===== src/design/wit_defines.svh =====
`ifndef WIT_DEFINES_SVH
`define WIT_DEFINES_SVH

// ****************************************************************
// Register map (Avalon byte addresses, index times four)
// ****************************************************************
`define WIT_CTL_INDEX 12'h00C9
`define WIT_STAT_INDEX 12'h00CA
`define WIT_CTL_ADDR 12'h0324
`define WIT_STAT_ADDR 12'h0328

// ****************************************************************
// Control field positions and reset values
// ****************************************************************
`define WIT_KEY_MSB 7
`define WIT_KEY_LSB 4
`define WIT_EN_BIT 3
`define WIT_MODE_BIT 2
`define WIT_INT_MSB 1
`define WIT_INT_LSB 0
`define WIT_CTL_RESET 8'h00
`define WIT_KEY_FIRST 4'hA
`define WIT_KEY_SECOND 4'h5
`define WIT_CAUSE_POR 2'b00
`define WIT_CAUSE_WDOG 2'b10

// ****************************************************************
// Terminal counts, each stored as count minus one
// ****************************************************************
`define WIT_LIM_32768 15'h7FFF
`define WIT_LIM_8192 15'h1FFF
`define WIT_LIM_512 15'h01FF
`define WIT_LIM_64 15'h003F

// ****************************************************************
// Timing
// ****************************************************************
`define WIT_CLK_PERIOD_NS 50
`define WIT_SLOW_PERIOD_NS 30518
`define WIT_SLOW_DIV (`WIT_SLOW_PERIOD_NS / `WIT_CLK_PERIOD_NS)
`define WIT_KEY_WIN ((`WIT_SLOW_PERIOD_NS / 2) / `WIT_CLK_PERIOD_NS)
`define WIT_RST_PULSE 4

`endif


===== src/design/wit_pkg.sv =====
package wit_pkg;

   // ****************************************************************
   // Types
   // ****************************************************************
   typedef enum logic {WIT_KEY_IDLE, WIT_KEY_ARMED} wit_key_e;

   typedef struct packed {
      logic en;
      logic mode;
      logic [1:0] intv;
      logic [14:0] cnt;
      logic pend;
      logic [11:0] div;
      wit_key_e key;
      logic [11:0] ktmr;
      logic [2:0] rst_cnt;
      logic rst_req;
      logic irq;
      logic [1:0] cause;
      logic rd_done;
      logic [31:0] rdata;
   } wit_state_s;

   typedef logic [11:0] wit_addr_t;

endpackage


===== src/design/wit_top.sv =====
// The Avalon-MM register port was left to the implementer.
`timescale 1ns/100ps
`include "wit_defines.svh"
// How it works
// Hidden 15-bit up-counter advances on the slow oscillator tick only.
// Any reset leaves the timer disabled with its counter stopped.
// Control bit 2 picks watchdog (0) or interval timer (1).
// Writing run bit 1 starts counting in either function.
// Once running as watchdog, writing run bit 0 is ignored.
// Function select is frozen while the watchdog runs.
// Interval field picks 32768, 8192, 512 or 64 slow periods.
// Watchdog reaching terminal count requests a system reset.
// Key 0xA then 0x5 within half a slow period reloads zero.
// Incomplete or wrong key pair does not reload; expiry still resets.
// Pair started in time reloads even if completed after the boundary.
// Interval field stays writable while the watchdog runs.
// Software should key-clear whenever it changes the interval.
// Watchdog function never raises the timer interrupt.
// Interval timer raises an interrupt at each terminal count.
// Timer function: key field bit 0 set clears counter directly.
// Timer function: run 0 halts, run 1 restarts from zero.
// Timer function never requests a system reset.
// Key field writes while stopped do nothing.
// Key field always reads back as zero.
// Watchdog reset records cause code 10, replacing older cause.
// Timer restarts from zero after terminal count and keeps going.
// Slow-domain events run on the bus clock through a tick enable, so nothing crosses.
module wit_top
#(
   parameter int SLOW_DIV = `WIT_SLOW_DIV,
   parameter int KEY_WIN = `WIT_KEY_WIN,
   parameter int RST_PULSE = `WIT_RST_PULSE
)
(
   // Clock and reset
   input wire logic CLK,
   input wire logic NRST,
   // Avalon-MM slave
   input wire wit_pkg::wit_addr_t ADDRESS,
   input wire logic READ,
   input wire logic WRITE,
   input wire logic [31:0] WRITEDATA,
   output logic [31:0] READDATA,
   output logic WAITREQUEST,
   // System requests
   output logic SYS_RST_REQ,
   output logic TIMER_IRQ,
   output logic [1:0] RST_CAUSE
);
   import wit_pkg::*;

   // ****************************************************************
   // Elaboration checks
   // ****************************************************************
   // Divider and key window live in 12-bit fields
   if (SLOW_DIV < 2 || SLOW_DIV > 4096 || KEY_WIN < 1 || KEY_WIN >= SLOW_DIV ||
       RST_PULSE < 1 || RST_PULSE > 7) begin : g_bad_param
      $error("wit_top: unsupported parameter value");
   end

   // Load values cut to the widths of their state fields
   localparam logic [11:0] DIV_LAST = 12'(SLOW_DIV - 1);
   localparam logic [11:0] KEY_LOAD = 12'(KEY_WIN);
   localparam logic [2:0] RST_LOAD = 3'(RST_PULSE);

   // ****************************************************************
   // State
   // ****************************************************************
   wit_state_s q;
   wit_state_s s;
   logic tick;
   logic [14:0] lim;
   logic ctl_wr;
   logic wd_run;
   logic [7:0] wbyte;
   logic [3:0] nib;

   // Terminal count minus one for an interval code
   function automatic logic [14:0] lim_of(input logic [1:0] code);
      logic [14:0] r;
      r = `WIT_LIM_32768;
      unique case (code)
         2'b00: r = `WIT_LIM_32768;
         2'b01: r = `WIT_LIM_8192;
         2'b10: r = `WIT_LIM_512;
         2'b11: r = `WIT_LIM_64;
      endcase
      return r;
   endfunction

   // Decode shared by next-state logic and checks
   always_comb begin
      tick = (q.div == DIV_LAST);
      lim = lim_of(q.intv);
      ctl_wr = WRITE && (ADDRESS == `WIT_CTL_ADDR);
      wd_run = q.en && !q.mode;
      wbyte = WRITEDATA[7:0];
      nib = wbyte[`WIT_KEY_MSB:`WIT_KEY_LSB];
   end

   // Writes never stall; reads stall one cycle so data comes from flops
   // Stalling reads costs a cycle but keeps READDATA glitch free
   assign WAITREQUEST = READ && !q.rd_done;
   assign READDATA = q.rdata;
   assign SYS_RST_REQ = q.rst_req;
   assign TIMER_IRQ = q.irq;
   assign RST_CAUSE = q.cause;

   // ****************************************************************
   // Next state
   // ****************************************************************
   always_comb begin
      s = q;
      s.irq = 1'b0;
      s.rd_done = 1'b0;
      // Slow tick divider; one clock, so the slow rate is an enable.
      // Bus writes and events share this clock, so nothing needs crossing.
      s.div = tick ? 12'h000 : q.div + 12'h001;
      if (q.rst_cnt != 3'd0) begin
         s.rst_cnt = q.rst_cnt - 3'd1;
      end
      // Counter advance and terminal handling
      // Pending expiry freezes the count until the pair or reset resolves
      if (q.en && tick && !q.pend) begin
         if (q.cnt >= lim) begin
            if (q.mode) begin
               s.cnt = 15'h0000;
               s.irq = 1'b1;
            end else begin
               s.pend = 1'b1;
            end
         end else begin
            s.cnt = q.cnt + 15'h0001;
         end
      end
      // Key window runs out on its own
      if (q.key == WIT_KEY_ARMED) begin
         if (q.ktmr == 12'h000) begin
            s.key = WIT_KEY_IDLE;
         end else begin
            s.ktmr = q.ktmr - 12'h001;
         end
      end
      // Expiry waits while a pair is in flight, so a late 0x5 still saves it
      // Expiry clears control here so software sees a stopped, reset timer
      if (q.pend && q.key == WIT_KEY_IDLE && !q.mode) begin
         s.en = 1'b0;
         s.mode = 1'b0;
         s.intv = 2'b00;
         s.cnt = 15'h0000;
         s.pend = 1'b0;
         s.rst_cnt = RST_LOAD;
         s.cause = `WIT_CAUSE_WDOG;
      end else if (ctl_wr) begin
         if (!wd_run) begin
            s.mode = wbyte[`WIT_MODE_BIT];
         end
         s.intv = wbyte[`WIT_INT_MSB:`WIT_INT_LSB];
         if (wbyte[`WIT_EN_BIT]) begin
            s.en = 1'b1;
            if (!q.en) begin
               s.cnt = 15'h0000;
               s.pend = 1'b0;
            end
         end else if (!wd_run) begin
            s.en = 1'b0;
            s.pend = 1'b0;
         end
         // Key field acts only on a running timer
         // A wrong nibble drops an armed pair, so stray writes cannot half-clear
         if (q.en) begin
            if (!q.mode) begin
               if (q.key == WIT_KEY_ARMED && nib == `WIT_KEY_SECOND) begin
                  s.cnt = 15'h0000;
                  s.pend = 1'b0;
                  s.key = WIT_KEY_IDLE;
               end else if (nib == `WIT_KEY_FIRST) begin
                  s.key = WIT_KEY_ARMED;
                  s.ktmr = KEY_LOAD;
               end else begin
                  s.key = WIT_KEY_IDLE;
               end
            end else if (nib[0]) begin
               s.cnt = 15'h0000;
            end
         end
      end
      // Request follows the pulse counter, so it leaves a flop cleanly
      s.rst_req = (s.rst_cnt != 3'd0);
      // Read answer one cycle after the request
      if (READ && !q.rd_done) begin
         s.rd_done = 1'b1;
         s.rdata = 32'h0000_0000;
         if (ADDRESS == `WIT_CTL_ADDR) begin
            s.rdata[`WIT_EN_BIT] = q.en;
            s.rdata[`WIT_MODE_BIT] = q.mode;
            s.rdata[`WIT_INT_MSB:`WIT_INT_LSB] = q.intv;
         end else if (ADDRESS == `WIT_STAT_ADDR) begin
            s.rdata[1:0] = q.cause;
            s.rdata[2] = q.en;
            s.rdata[3] = q.key == WIT_KEY_ARMED;
         end
      end
   end

   // Single state register; power-on reset sets cause to 00
   // Reset value is all zeros: stopped, watchdog function, longest interval
   always_ff @(posedge CLK or negedge NRST) begin
      if (!NRST) begin
         q <= '0;
      end else begin
         q <= s;
      end
   end
endmodule


===== config.mk =====
export PLATFORM = sky130hd
export DESIGN_NAME = wit_top
export DESIGN_NICKNAME = d
export VERILOG_FILES = /design/src/design/wit_pkg.sv /design/src/design/wit_top.sv
export VERILOG_INCLUDE_DIRS = /design/src /design/src/design
export SDC_FILE = /design/constraint.sdc
export NUM_CORES = 1
export LEC_CHECK = 0
export BUFFER_PORTS_ARGS = -buffer_cell sky130_fd_sc_hd__buf_2
export CAP_MARGIN = 20
export CORE_MARGIN = 4
export CORE_UTILIZATION = 49
export CTS_CLUSTER_DIAMETER = 80
export DETAILED_ROUTE_END_ITERATION = 8
export PLACE_DENSITY = 0.77
export SYNTH_ARGS = -nofsm -noshare
export SYNTH_HDL_FRONTEND = slang
export SYNTH_SLANG_ARGS = --single-unit

===== constraint.sdc =====
create_clock -name CLK -period 2.5 [get_ports CLK]
set_input_delay 0.625 -clock CLK [delete_from_list [all_inputs] [get_ports CLK]]
set_output_delay 0.625 -clock CLK [all_outputs]
set_load 0.01 [all_outputs]

==> summary.txt <==
Yosys
  – Most common cell in the netlist: dfrtp_1
  – Synth Instances: 382
  – Register area share after synthesis: 39.9%
  – Netlist cell types: 58
  – Dominant synthesized flop cell: dfrtp_1
  – Cell area after synthesis: 3510 um^2
  – Async S/R FF share, synth: 100%
  – Top cells by count, synth: dfrtp_1 (56), nand2_1 (36), buf_4 (35)
  – Yosys warning count: 0
  – #FFs+latches synth: 56
  – Yosys top cell area share: 39.9%
  – Synth area leader: dfrtp_1
  – Avg Cell Area, Syn: 9.19 um^2
  – EDFF count, synth: 0
  – Ranking of synthesized cells by area: dfrtp_1 (40%), buf_4 (7.5%), ha_1 (4.6%)

Timing
  – Slew margin rel.: 53.0%
  – Max Clock Skew: 15.2 ps
  – Fin crit share: 94.9%
  – Worst-Margin Slew: 705 ps
  – Final max-slew violation count: 0
  – Upper clock frequency limit: 421 MHz
  – Endpoints failing hold: 0
  – Setup-failing EPs final: 0
  – Fin crit period: 2370 ps

Clocking
  – Clock sinks: 56
  – H-tree depth: 2
  – CTS buffer count: 5
  – Cts-stage hold buffer count: 0
  – Post-cts resize count: 0
  – Root Driver: clkbuf_8
  – Clk pin slew, worst setup/hold paths: 110 ps
  – Bufs on Longest Clock Path: 2
  – Worst-skew pair later-pin latency: 320 ps
  – # Post-CTS Setup Buffers: 0
  – CTS tree: yes

Global routing
  – Initial antenna violation count: 0
  – Global-route wire length before repair: 12,900 um
  – Gr ovfl total: 0
  – GRT Resource Usage Total: 18.5%
  – Maximum number of pins on one net before global-route repair: 57
  – Vias in the first global route: 2,840

Die
  – I/O Pins: 85
  – Core ar.: 6870 um^2
  – Die area: 8580 um^2
  – Num rows: 30
  – Die Wd: 92.6 um
  – Die Height: 92.6 um
  – Initial core utilization: 51.1%

Placed design
  – RePlAce Congestion: 0.861
  – Cell area after placement: 3690 um^2
  – Post-detail-place hpwl: 5580 um
  – Port buffer count: 31
  – DP Cell Count: 506

Setup path
  – Startpoint Class: flop
  – Crit-path slowest cell: dfrtp_1
  – Worst path depth: 8
  – CP required: 2730 ps
  – Crit path max-delay family: simple AND/OR/NAND/NOR gates
  – Worst Reg2Reg Path Length in Cells: 8
  – Nature of the critical path endpoint: flop
  – Worst setup path category: reg -> reg
  – Max stage delay on crit path: 390 ps
  – Crit path max fanout: 3
  – Worst path cell trace: or2_2, ha_1, nand4_1, nor3b_2, a221oi_1, buf_4, nand3_1, o32ai_1
  – CP bufs+invs: 1
  – Worst EP arrival: 2600 ps

Detailed routing
  – Average wire per standard cell: 14.6 um
  – Drt drc: 0
  – Detailed Routing Iterations Pass 1: 4
  – Detailed Route Iter0 Violations: 199
  – Total routed wirelength: 7530 um
  – Vias: 2,822
  – Final ANT Viol Nets: 0
  – Vias per inst: 5.49

Cells and area
  – Nets: 478
  – Fin area: 3800 um^2
  – Number of diodes: 0
  – Final cell count without fillers: 514
  – Fraction of layout cells with a size suffix above 1: 15.8%
  – Area added between synthesis and finish: 8.41%
  – Fill cell count: 653
  – Post-layout util: 55.4%

Min path
  – Min-delay worst type: in -> async

Power and ir drop
  – Worst vdd rail ir drop: 0.182 mV
  – LEAKAGE: 0.00173 uW
  – Power Density: 439 nW/um^2

Run status
  – Status: finished, final reports clean

Flow run
  – Max Cap Viol: 0
[cells by family after synthesis]
| kind of cell | after synthesis | synth area share (%) |
|---|---|---|
| compound gates | 68 | 14.1 |
| xor+xnor | 18 | 4.49 |
| fa+ha+maj | 13 | 4.63 |
| buf+inv | 60 | 10.5 |
| flops | 56 | 39.9 |
| mux | 5 | 1.43 |
| other cells | 1 | 0.107 |
| simple gates | 161 | 24.8 |
[cell type report]
cell class | instances | area (um^2) | share of cell area [%]
multi-input combinational | 294 | 1860 | 48.9
sequential | 56 | 1400 | 36.8
timing repair buffer | 45 | 273 | 7.17
tap | 96 | 120 | 3.16
clock buffer | 5 | 68.8 | 1.81
inverter | 15 | 56.3 | 1.48
clock inverter | 3 | 23.8 | 0.625
[flip-flops by register name, summed over array words and instances, names as in the netlist]
signal and count:
q 49, TIMER_IRQ 1, SYS_RST_REQ 1, RST_CAUSE 1
READDATA 4
[placed cells by master, fill, tap and decap left out, drive strengths merged, types with 3 or more instances in the layout]
master and instances:
o22ai 9, buf 45, xor2 7, a22oi 3, a21oi 15, xnor2 11, o21ai 7, or2 6
nor4 6, a21o 4, nand3 18, mux2i 5, or3 3, nor3 16, nor3b 5, and3 8
nand4 8, ha 13, nand4b 3, nand2 37, inv 15, clkbuf 5, nor2 30, conb 29
or4 4, a31oi 3, o32ai 6, nor2b 6, dfrtp 56
[report_power, final]
part | total, uW | internal [uW] | switching (uW)
Clock | 511 | 199 | 312
Sequential | 944 | 932 | 11.4
Combinational | 217 | 85.9 | 132
Total | 1670 | 1220 | 455
[routing by layer]
metal | GRT usage [%] | part of all wire [%] | up-vias
met5 | 0 | 0 | -
met4 | 4.40 | 0.82 | 0
met3 | 3.57 | 4.8 | 8
met2 | 32.6 | 51 | 68
met1 | 23.3 | 43 | 1364
li1 | - | - | 1382
[per-stage QoR]
step | setup WS, ps | power [uW] | TNS, ps | hold WS, ps
final | 126 | 1670 | 0 | 428
after global routing | -20.5 | 1760 | -26.7 | 499
after CTS | 47.0 | 1690 | 0 | 457
after detailed placement | 84.5 | 1180 | 0 | 473
after global placement | 178 | 1170 | 0 | 459
after floorplan | 186 | 1140 | 0 | 329
[path summary, 6_finish.rpt]
kind                              from           to  slack, ps
max                              q[81]        q[80]        130
min                               NRST  READDATA[1]        430
min reg2reg                READDATA[2]  READDATA[2]        490
min in group CLK           READDATA[2]  READDATA[2]        490
max reg2reg                      q[81]        q[80]        130
max in group asynchronous         NRST        q[38]       1590
Power figures use the tool's default switching activity.
